[config.mk]
export PLATFORM = sky130hd
export DESIGN_NAME = gpif_top
export DESIGN_NICKNAME = d
export VERILOG_FILES = /design/src/gpif_pkg.sv /design/src/gpif_dec_if.sv /design/src/gpif_decoder.sv /design/src/gpif_top.sv
export SDC_FILE = /design/constraint.sdc
export NUM_CORES = 2
export LEC_CHECK = 0
export BUFFER_PORTS_ARGS = -buffer_cell sky130_fd_sc_hd__buf_2
export CAP_MARGIN = 10
export CORE_AREA = 2 2 261 288
export DETAILED_ROUTE_END_ITERATION = 12
export DIE_AREA = 0 0 263 290
export PLACE_DENSITY = 0.82
export SLEW_MARGIN = 0
export SYNTH_ARGS = -nofsm -noshare
export SYNTH_HDL_FRONTEND = slang
export SYNTH_SLANG_ARGS = --single-unit
[constraint.sdc]
create_clock -name pclk -period 32.2 [get_ports pclk]
set_clock_uncertainty 0.2 [all_clocks]
set_input_delay 1.61 -clock pclk [delete_from_list [all_inputs] [get_ports pclk]]
set_output_delay 1.61 -clock pclk [all_outputs]
set_load 0.02 [all_outputs]
[src/gpif_pkg.sv]
package gpif_pkg;
  // Register byte offsets
  localparam logic [7:0] ADDR_CTRL = 8'h00;
  localparam logic [7:0] ADDR_NUM = 8'h04;
  localparam logic [7:0] ADDR_DEN = 8'h08;
  localparam logic [7:0] ADDR_XRES = 8'h0c;
  localparam logic [7:0] ADDR_MRES = 8'h10;
  localparam logic [7:0] ADDR_IFS = 8'h14;
  localparam logic [7:0] ADDR_EXTCNT = 8'h18;
  localparam logic [7:0] ADDR_CMD = 8'h1c;
  localparam logic [7:0] ADDR_ERR = 8'h20;
  localparam logic [7:0] ADDR_ACTUAL = 8'h24;
  // Control word fields
  localparam int CTRL_ENGAGE_BIT = 0;
  localparam int CTRL_MULT_BIT = 1;
  localparam int CTRL_SRC_LSB = 4;
  localparam int SRC_W = 3;
  // Input function fields
  localparam int IFS_IN5_LSB = 0;
  localparam int IFS_IN6_LSB = 8;
  localparam int IFS_W = 5;
  localparam logic [4:0] FUNC_PULSE = 5'h11;
  localparam logic [4:0] FUNC_DIR = 5'h12;
  // Gear source selection codes
  localparam logic [2:0] SRC_QUAD_CTRL = 3'h0;
  localparam logic [2:0] SRC_PDIR_CTRL = 3'h1;
  localparam logic [2:0] SRC_UPDN_CTRL = 3'h2;
  localparam logic [2:0] SRC_QUAD_MACH = 3'h3;
  localparam logic [2:0] SRC_PDIR_MACH = 3'h4;
  // Reset values
  localparam logic [15:0] NUM_RST = 16'h0001;
  localparam logic [15:0] DEN_RST = 16'h0001;
  localparam logic [15:0] XRES_RST = 16'h0004;
  localparam logic [15:0] MRES_RST = 16'h0001;
  // Counts per line after quadrature, as a shift
  localparam int QUAD_SHIFT = 2;
  // Decoding method, one-hot
  typedef enum logic [3:0] {
    KIND_NONE = 4'b0001,
    KIND_QUAD = 4'b0010,
    KIND_PDIR = 4'b0100,
    KIND_UPDN = 4'b1000
  } gpif_kind_e;
endpackage

[src/gpif_dec_if.sv]
`timescale 1ns/1ps
interface gpif_dec_if;
  import gpif_pkg::*;
  logic raw_a; // Selected pin, not yet synchronised
  logic raw_b;
  gpif_kind_e kind; // Decoding method
  logic filter_en; // Pulse-reading multiplier on
  logic step_up; // One count up
  logic step_down; // One count down
  modport dec (input raw_a, input raw_b, input kind, input filter_en, output step_up, output step_down);
  modport ctl (output raw_a, output raw_b, output kind, output filter_en, input step_up, input step_down);
endinterface

[src/gpif_decoder.sv]
`timescale 1ns/1ps
module gpif_decoder
  import gpif_pkg::*;
(
  input wire logic pclk,
  input wire logic presetn,
  gpif_dec_if.dec d
);
  // All decoder state
  typedef struct packed {
    logic a_s1; logic a_s2; logic b_s1; logic b_s2; // Synchronisers
    logic a_h; logic b_h; // One sample of history for the filter
    logic a_f; logic b_f; // Filtered levels
    logic a_p; logic b_p; // Filtered levels one clock ago
    logic up; logic dn; // Registered step outputs
  } gpif_dec_s;
  gpif_dec_s s_q, s_d;
  logic a_rise, a_fall, b_rise, b_fall, one_chg;

  // Edge terms on the filtered levels
  assign a_rise = s_q.a_f & ~s_q.a_p;
  assign a_fall = ~s_q.a_f & s_q.a_p;
  assign b_rise = s_q.b_f & ~s_q.b_p;
  assign b_fall = ~s_q.b_f & s_q.b_p;
  assign one_chg = (a_rise | a_fall) ^ (b_rise | b_fall);

  // Next state: sync, filter, decode
  always_comb
  begin
    s_d = s_q;
    s_d.a_s1 = d.raw_a;
    s_d.a_s2 = s_q.a_s1;
    s_d.b_s1 = d.raw_b;
    s_d.b_s2 = s_q.b_s1;
    s_d.a_h = s_q.a_s2;
    s_d.b_h = s_q.b_s2;
    // Filter takes a level only after two equal samples; costs one clock
    if (!d.filter_en || s_q.a_s2 == s_q.a_h) s_d.a_f = s_q.a_s2;
    if (!d.filter_en || s_q.b_s2 == s_q.b_h) s_d.b_f = s_q.b_s2;
    s_d.a_p = s_q.a_f;
    s_d.b_p = s_q.b_f;
    s_d.up = 1'b0;
    s_d.dn = 1'b0;
    unique case (d.kind)
      KIND_PDIR:
      begin
        // Direction level sampled at the pulse edge; high counts up
        s_d.up = a_rise & s_q.b_f;
        s_d.dn = a_rise & ~s_q.b_f;
      end
      KIND_QUAD:
      begin
        // A leading B counts up; a double change is ignored as illegal
        s_d.up = one_chg & ((a_rise & ~s_q.b_f) | (b_rise & s_q.a_f) |
          (a_fall & s_q.b_f) | (b_fall & ~s_q.a_f));
        s_d.dn = one_chg & ((a_rise & s_q.b_f) | (b_rise & ~s_q.a_f) |
          (a_fall & ~s_q.b_f) | (b_fall & s_q.a_f));
      end
      KIND_UPDN:
      begin
        // Simultaneous up and down cancel
        s_d.up = a_rise & ~b_rise;
        s_d.dn = b_rise & ~a_rise;
      end
      KIND_NONE:
      begin
        s_d.up = 1'b0;
      end
    endcase
  end

  // State register
  always_ff @(posedge pclk or negedge presetn)
  begin
    if (!presetn) s_q <= '0;
    else s_q <= s_d;
  end

  assign d.step_up = s_q.up;
  assign d.step_down = s_q.dn;
endmodule

[src/gpif_top.sv]
// The APB register port and the placing of the registers are this design's own decisions.
`timescale 1ns/1ps
// Operation
// - Pulse rising edge counts one, per direction
// - Geared counter value becomes position command
// - Error is command minus actual position
// - Unity ratio, resolution 4x: pulse equals count
// - Select 1 controller port, 4 machine port
// - Fast inputs 5/6 with codes 17/18
// - Resolution, multiplier, divider set displacement per pulse
// - Quadrature phase order sets direction
// - Follower resolution in lines, four counts each
// - Select 0 controller quadrature, 3 machine
// - Up/down: A pulse counts up
// - Up/down: B pulse counts down
// - Select 2 up/down from controller port
// - Command follows pulse rate, no limit; here the command moves at most one count per clock
// - Numerator sign sets rotation direction
module gpif_top
  import gpif_pkg::*;
(
  input wire logic pclk,
  input wire logic presetn,
  input wire logic psel,
  input wire logic penable,
  input wire logic pwrite,
  input wire logic [7:0] paddr,
  input wire logic [31:0] pwdata,
  output logic [31:0] prdata,
  output logic pready,
  output logic pslverr,
  input wire logic ctrl_a_in,
  input wire logic ctrl_b_in,
  input wire logic mach_a_in,
  input wire logic mach_b_in,
  input wire logic fast_in5,
  input wire logic fast_in6,
  input wire logic signed [31:0] actual_motor_position,
  output logic signed [31:0] position_command,
  output logic signed [31:0] position_error,
  output logic move_fwd,
  output logic move_rev
);
  // All block state
  typedef struct packed {
    logic engaged; // Gearing active
    logic mult_en; // Pulse-reading multiplier
    logic [2:0] src; // Gear source selection
    logic signed [15:0] num; // Ratio numerator, signed
    logic [15:0] den; // Ratio denominator
    logic [15:0] xres; // External source resolution
    logic [15:0] mres; // Motor encoder lines
    logic [4:0] in5_func; // Fast input 5 function
    logic [4:0] in6_func; // Fast input 6 function
    logic signed [31:0] ext_cnt; // External pulse position counter
    logic signed [31:0] cmd; // Geared command
    logic signed [39:0] acc; // Remainder numerator
    logic signed [31:0] err; // Position error
    logic [31:0] rdata; // Read data, caught in setup
  } gpif_top_s;
  gpif_top_s s_q, s_d;

  gpif_dec_if dif ();
  logic fast_sel; // Fast inputs override controller pins
  logic quad_mode; // Follower counting, four per line
  logic signed [39:0] step; // Added per input count
  logic signed [39:0] dd; // Remainder wrap value
  logic wr_en; // Write in access phase
  logic rd_setup; // Read setup phase

  // Map decode for the error answer; read data has its own case
  function automatic logic gpif_mapped(input logic [7:0] a);
    return a == ADDR_CTRL || a == ADDR_NUM || a == ADDR_DEN || a == ADDR_XRES ||
      a == ADDR_MRES || a == ADDR_IFS || a == ADDR_EXTCNT || a == ADDR_CMD ||
      a == ADDR_ERR || a == ADDR_ACTUAL;
  endfunction

  // Read multiplexer; unused bits read as zero, numerator upper half reads as its sign
  function automatic logic [31:0] gpif_read(input gpif_top_s s, input logic [7:0] a,
    input logic signed [31:0] act);
    logic [31:0] r;
    r = 32'h0;
    unique case (a)
      ADDR_CTRL:
      begin
        r[CTRL_ENGAGE_BIT] = s.engaged;
        r[CTRL_MULT_BIT] = s.mult_en;
        r[CTRL_SRC_LSB +: SRC_W] = s.src;
      end
      ADDR_NUM: r = 32'(s.num);
      ADDR_DEN: r[15:0] = s.den;
      ADDR_XRES: r[15:0] = s.xres;
      ADDR_MRES: r[15:0] = s.mres;
      ADDR_IFS:
      begin
        r[IFS_IN5_LSB +: IFS_W] = s.in5_func;
        r[IFS_IN6_LSB +: IFS_W] = s.in6_func;
      end
      ADDR_EXTCNT: r = s.ext_cnt;
      ADDR_CMD: r = s.cmd;
      ADDR_ERR: r = s.err;
      ADDR_ACTUAL: r = act;
      default: r = 32'h0;
    endcase
    return r;
  endfunction

  // Source selection, ahead of the synchronisers in the decoder.
  // Changing the selection may look like an edge; change it while idle.
  always_comb
  begin
    fast_sel = s_q.in5_func == FUNC_PULSE && s_q.in6_func == FUNC_DIR;
    dif.filter_en = s_q.mult_en;
    dif.raw_a = fast_sel ? fast_in5 : ctrl_a_in;
    dif.raw_b = fast_sel ? fast_in6 : ctrl_b_in;
    dif.kind = KIND_NONE;
    quad_mode = 1'b0;
    unique case (s_q.src)
      SRC_QUAD_CTRL:
      begin
        dif.kind = KIND_QUAD;
        quad_mode = 1'b1;
      end
      SRC_PDIR_CTRL: dif.kind = KIND_PDIR;
      SRC_UPDN_CTRL: dif.kind = KIND_UPDN;
      SRC_QUAD_MACH:
      begin
        dif.kind = KIND_QUAD;
        quad_mode = 1'b1;
        dif.raw_a = mach_a_in;
        dif.raw_b = mach_b_in;
      end
      SRC_PDIR_MACH:
      begin
        dif.kind = KIND_PDIR;
        dif.raw_a = mach_a_in;
        dif.raw_b = mach_b_in;
      end
      default: dif.kind = KIND_NONE;
    endcase
  end

  gpif_decoder u_dec (
    .pclk(pclk),
    .presetn(presetn),
    .d(dif.dec)
  );

  // Gear fraction: motor counts per rev over source counts per rev.
  // Step carries the numerator sign, so the command turns with it.
  always_comb
  begin
    step = 40'(s_q.num) * $signed({22'h0, s_q.mres, 2'b00});
    dd = $signed(40'(s_q.den) * 40'(s_q.xres));
    if (quad_mode) dd = dd <<< QUAD_SHIFT;
  end

  // APB strobes; zero wait states
  assign wr_en = psel && penable && pwrite;
  assign rd_setup = psel && !penable;
  assign pready = psel && penable;
  assign pslverr = psel && penable && !gpif_mapped(paddr);

  // Next state
  always_comb
  begin
    s_d = s_q;
    // Register writes; read-only offsets ignore writes
    if (wr_en)
    begin
      unique case (paddr)
        ADDR_CTRL:
        begin
          s_d.engaged = pwdata[CTRL_ENGAGE_BIT];
          s_d.mult_en = pwdata[CTRL_MULT_BIT];
          s_d.src = pwdata[CTRL_SRC_LSB +: SRC_W];
        end
        ADDR_NUM: s_d.num = $signed(pwdata[15:0]);
        ADDR_DEN: s_d.den = pwdata[15:0];
        ADDR_XRES: s_d.xres = pwdata[15:0];
        ADDR_MRES: s_d.mres = pwdata[15:0];
        ADDR_IFS:
        begin
          s_d.in5_func = pwdata[IFS_IN5_LSB +: IFS_W];
          s_d.in6_func = pwdata[IFS_IN6_LSB +: IFS_W];
        end
        default: s_d.rdata = s_q.rdata;
      endcase
    end
    // Read data caught in setup, held through access
    if (rd_setup) s_d.rdata = gpif_read(s_q, paddr, actual_motor_position);
    // Counter counts whether or not gearing is engaged; wraps freely
    if (dif.step_up && !dif.step_down)
    begin
      // One count up per decoded step
      s_d.ext_cnt = s_q.ext_cnt + 32'sh1;
    end
    else if (dif.step_down && !dif.step_up)
    begin
      // One count down per decoded step
      s_d.ext_cnt = s_q.ext_cnt - 32'sh1;
    end
    // Gearing: remainder kept exactly, command moves one count per clock.
    // At 50 MHz that is far above any pulse rate, so no practical limit.
    if (s_q.engaged && dd != 40'sh0)
    begin
      if (s_q.acc >= dd)
      begin
        s_d.cmd = s_q.cmd + 32'sh1;
        s_d.acc = s_q.acc - dd;
      end
      else if (s_q.acc <= -dd)
      begin
        s_d.cmd = s_q.cmd - 32'sh1;
        s_d.acc = s_q.acc + dd;
      end
      if (dif.step_up && !dif.step_down)
      begin
        // New input count adds its share after any carry this clock
        s_d.acc = s_d.acc + step;
      end
      else if (dif.step_down && !dif.step_up)
      begin
        // Down count takes its share back
        s_d.acc = s_d.acc - step;
      end
    end
    // Error for the position loop outside this block
    s_d.err = s_q.cmd - actual_motor_position;
  end

  // State register
  always_ff @(posedge pclk or negedge presetn)
  begin
    if (!presetn)
    begin
      s_q <= '0;
      s_q.num <= NUM_RST;
      s_q.den <= DEN_RST;
      s_q.xres <= XRES_RST;
      s_q.mres <= MRES_RST;
    end
    else
    begin
      s_q <= s_d;
    end
  end

  // Outputs
  assign prdata = s_q.rdata;
  assign position_command = s_q.cmd;
  assign position_error = s_q.err;
  // Correction direction removes the error
  assign move_fwd = s_q.err > 32'sh0;
  assign move_rev = s_q.err < 32'sh0;

  logic unity;
  assign unity = s_q.engaged && s_q.src == SRC_PDIR_CTRL && s_q.num == $signed(s_q.den) &&
    {2'b00, s_q.xres} == {s_q.mres, 2'b00} && s_q.den != 16'h0;
endmodule

# == After elaboration in Yosys (flattened, before gate mapping) ==
# Cells that the tools add are included.
# op_classes
add_sub_neg,10
n_mul,2
order_cmp,4
n_eq_ne,22
n_mux,24
n_bitwise,31
reduce_logical,38
# ops
cell,count
two-way mux 72 bit,3
two-way mux 40 bit,2
one-hot mux 16 bit (5 select lines),1
adder 32 x 2 -> 32 bit (second input constant),2
two-way mux 32 bit,2
subtractor 32 x 2 -> 32 bit (second input constant),2
one-hot mux 5 bit (9 select lines),1
adder 40 x 35 -> 40 bit,1
adder 40 bit,1
greater-or-equal comparator 40 bit,1
less-or-equal comparator 40 bit,1
negation 40 bit,1
nonzero test 40 bit,1
subtractor 40 x 35 -> 40 bit,1
subtractor 40 bit,1
one-hot mux 2 bit (9 select lines),2
two-way mux 34 bit,1
multiplier 16 x 17 -> 33 bit,1
equality test 8 x 5 -> 1 bit (second input constant),4
> comparator 32 x 1 -> 1 bit (second input constant),1
< comparator 32 x 1 -> 1 bit (second input constant),1
multiplier 16 x 16 -> 32 bit,1
subtractor 32 bit,1
one-hot mux 3 bit (8 select lines),1
other kinds (32),97
# totals
regBits,259
inputBits,83
word_cells,157

# == Depth between registers and ports, before layout ==
# logic_depth
word_depth,12
ltp_mapped,60
mapped_depth_nobuf,56

# == Cells and area by module ==
# A second synthesis with hierarchy kept.
# unflattened
hier_cells,5382
hier_area_um2,44496.4
# by_module_without_submodules
mod,n_inst,cells_each,area_per_inst_um2,seq_area_each_um2
gpif_top,1,5334,43924.6,6185.9
gpif_decoder,1,48,571.8,300.3

# == Worst setup path after synthesis ==
# OpenSTA, ideal clock, no wires.
# synth_timing
kind,flip-flop to flip-flop
start,register s_q[196] (netlist name)
end,register s_q[103] (netlist name)
setup_time_ns,0.141
t_arrival_ns,12.663
setup_slack_ns,19.196
stages_incl_launch_ff,54
n_path_buf,7
period_less_slack_ns,13.004
cell_sequence,dfstp_2 clkbuf_1 clkbuf_1 nand2_1 fa_1 fa_1 fa_1 fa_1 inv_1 fa_1 fa_1 ha_1 clkbuf_1 a21oi_1 o22a_1 o31a_1 mux2_4 o32a_1 [... 18 more ...] a22oi_1 o22ai_1 nor2_1 ha_1 clkbuf_1 and3_1 a221oi_1 a221oi_1 o21ai_0 nand4_1 nand2_1 o21ai_0 a41o_1 o41a_1 xnor2_1 xnor2_1 mux2i_1 a211oi_1
# synth_between
elab_chain_len,10
word_cells_on_any_way,16
classes_between,5 x add/sub; 1 x mul; 2 x order compare; 6 x mux; 2 x reduce/logical
# synth_lines
element,line_no,source
"start, declared",gpif_top.sv:61,"gpif_top_s s_q, s_d;"
multiplier 16 x 16 -> 32 bit (*),gpif_top.sv:154,dd = $signed(40'(s_q.den) * 40'(s_q.xres));
two-way mux 34 bit (*),gpif_top.sv:155,if (quad_mode) dd = dd <<< QUAD_SHIFT;
negation 40 bit,gpif_top.sv:212,else if (s_q.acc <= -dd)
less-or-equal comparator 40 bit,gpif_top.sv:212,
two-way mux 72 bit,gpif_top.sv:212,
two-way mux 72 bit,gpif_top.sv:207,if (s_q.acc >= dd)
two-way mux 72 bit,gpif_top.sv:205,if (s_q.engaged && dd != 40'sh0)
subtractor 40 x 35 -> 40 bit,gpif_top.sv:225,s_d.acc = s_d.acc - step;
two-way mux 40 bit,gpif_top.sv:222,else if (dif.step_down && !dif.step_up)
two-way mux 40 bit,gpif_top.sv:217,if (dif.step_up && !dif.step_down)
# Mark *: on every way between the ends. The rest lies on a longest branch, timed or not. The select of a mux whose other input is x is not followed.
# A chain may end at the register's enable or synchronous reset.

# == Final worst setup path ==
# layout_timing
start,register s_q[219] (netlist name)
end,register s_q[100] (netlist name)
# The elaborated chain is that of the path after synthesis.

==> impl_metrics.tcl <==
set metrics [dict create \
    status "complete, no violations" \
    syn_area_um2 43610 \
    tightest_slew_ps 1235 \
    slowest_delay_ps 1000 \
    synth_top_area_share 0.1809 \
    ant_nets 0 \
    syn_inst 5317 \
    dr_total_vias 38756 \
    timing.slew.headroom 0.1695 \
    placed_area_um2 44110 \
    grt_first_pass_wirelength_um 201900 \
    startpoint_type "register" \
    power.total_mw 3.776 \
    leakagePower_nw 22.34 \
    first_pass_iters 6 \
    critPathArrivalTime_ps 16470 \
    start_util 0.5963 \
    cts_hold_buffers 0 \
    yosys-top-cells-area "fa_1 18%, dfrtp_1 15%, ha_1 14%" \
    synth_nets 6270 \
    viasPerCell 6.292 \
    fp.dieH_um 290 \
    synth_top_family_by_area "adder cells" \
    synth-adder-area-share 0.3175 \
    utilization 0.6177 \
    final_cell_area_um2 45170 \
    clock_sinks 259 \
    cp-end-kind "register" \
    synth_compound_area_frac 0.1761 \
    rows 104 \
    slowest_stage "o31ai_1" \
    power.internal_mw 1.695 \
    insertion_delay_ps 590 \
    timing_max_transition_violations_final 0 \
    core_um2 73130 \
    syn2layout_area_growth_pct 3.584 \
    pwr-share-comb 0.788 \
    cts_tree "done" \
    seq_power_share 0.116 \
    ys_seq_area_frac 0.1487 \
    numCtsBuffers 29 \
    post_cts_buffers 0 \
    p_clk_frac 0.097 \
    grt_max_degree 133 \
    tns_ps 0 \
    synth_mux_area_frac 0.03655 \
    wl_per_cell_um 20.29 \
    gp_congestion 0.9710 \
    io_buffers 166 \
    avgSynthCellArea_um2 8.201 \
    hold_start "u_dec.s_d[8]" \
    rsz0062_at_grt "false" \
    hold_path_end "u_dec.s_d[6]" \
    dp_hpwl_um 97100 \
    htree_num_levels 1 \
    path_max_fanout 20 \
    cts.root.buffer_cell "clkbuf_16" \
    fin_nets 6126 \
    r2r_slack_ps 16020 \
    die_w_um 263 \
    cts_buffer_depth 3 \
    die-area_um2 76270 \
    drive_gt1_frac 0.07467 \
    post-synth-top-area-cell "fa_1" \
    grt_pass1_vias 38114 \
    antenna_found_initial 8 \
    hold_viol_final 0 \
    ys_dominant_reg_cell "dfrtp_1" \
    drt_iter0_markers 3806 \
    period_needed_ps 16180 \
    layout_common_cells "664 x inv_1, 586 x nand2_1, 474 x ha_1, 394 x fa_1, 328 x a21oi_1" \
    min_path_cells 0 \
    async_flop_share 1.000 \
    rr_startpoint "s_q[219]" \
    ir_worst_vdd_uv 129.0 \
    fin_crit_sh 0.5024 \
    synth-seq-cells 259 \
    swShare 0.5512 \
    required_ps 32490 \
    yosys.area_share.simple 0.1748 \
    yosysWarnings 0 \
    overflow 0 \
    remaining_drc_errors 0 \
    path_class "reg2reg" \
    setup_viol 0 \
    synth_edf_count 0 \
    hp-class "reg2reg" \
    io_pins 183 \
    fmax_ghz 0.06181 \
    synthXorXnorAreaFrac 0.04700 \
    drt-total-wl_um 125000 \
    cts_resized 0 \
    timing.rr.end "s_q[100]" \
    reg2regPathDepth 47 \
    synth_cell_types 93 \
    final_common_cell "inv_1" \
    grt_usage 0.3237 \
    max_cap_viol_count 0 \
    powerDensity_nw_per_um2 83.60 \
    path_common_cell "fa_1" \
    power.switching_mw 2.082 \
    path_clk_slew_ps 60 \
]
[layout make-up]
type,instances,area [um2]
clock buffer,43,868.3
sequential,259,6486
fill,6204,27960
antenna,10,25.02
clock inverter,11,167.7
timing repair buffer,198,1081
multi-input combinational,4018,32840
inverter,667,2505
tap,954,1194
[power groups by stage]
stage / Clock (mW) / Sequential (mW) / Combinational [mW]
floorplan: 0 / 0.406 / 2.22
global placement: 0 / 0.437 / 2.85
detailed placement: 0 / 0.438 / 2.88
CTS: 0.366 / 0.433 / 2.90
global route: 0.379 / 0.439 / 3.23
finish: 0.365 / 0.436 / 2.98
[cell families (layout without fill, tap and decap cells)]
kind of cell,after synthesis,after routing
compound gates,1175,1175
xor+xnor,234,234
fa+ha+maj,870,870
buf+inv,1040,919
flops,259,259
mux,148,148
other cells,0,10
simple gates,1591,1591
[per-layer routing]
layer,vias to the layer above,track usage,routed length (um),share of wire
met4,0,0.1431,6303,0.050
li1,17580,-,-,-
met3,397,0.05253,10320,0.083
met1,18970,0.4155,49170,0.39
met5,-,0,0,0
met2,1809,0.5390,59210,0.47
[synth_stat cells (65+ instances only)]
master    count
inv_1       664
nand2_1     586
ha_1        476
fa_1        394
a21oi_1     329
nor2_1      301
dfrtp_1     255
clkbuf_1    232
o21ai_0     230
and2_1      216
xnor2_1     169
a21o_1      105
buf_4       102
nand3_1      92
nor3_1       88
mux2_2       86
nand2b_1     65
xor2_1       65
[how the worst max path moves through the flow]
stage | startpoint | to | depth (start not counted)
after floorplan | s_q[196] | s_q[103] | 53
after global placement | s_q[220] | s_q[102] | 48
after detailed placement | s_q[202] | s_q[102] | 48
after CTS | s_q[202] | s_q[102] | 48
final | s_q[219] | s_q[100] | 47
after global routing | s_q[202] | s_q[102] | 48
[metrics by stage]
step | hold slack [ps] | setup slack [ps] | cells
after floorplan | 131.2 | 19200 | 5317
after global placement | 132.0 | 16790 | 6096
after detailed placement | 137.9 | 16620 | 6096
after CTS | 151.9 | 16560 | 6150
after global routing | 161.4 | 15410 | 6157
final | 149.5 | 16020 | 6160
[flip-flops by register name, summed over array words and instances (netlist names)]
signal,cells
dif.filter_en,1
position_command,32
position_error,32
prdata,32
s_q,150
u_dec.d.step_down,1
u_dec.d.step_up,1
u_dec.s_d,6
u_dec.s_q,4
[worst max-delay path, delay by kind of cell (launching register included)]
kind            cells  cell delay (ps)
xor+xnor            1              170
flops               1              950
compound gates     15             5480
fa+ha+maj          10             4380
simple gates       14             3550
buf+inv             6              870
mux                 1              450
(Power assumes the default switching activity.)
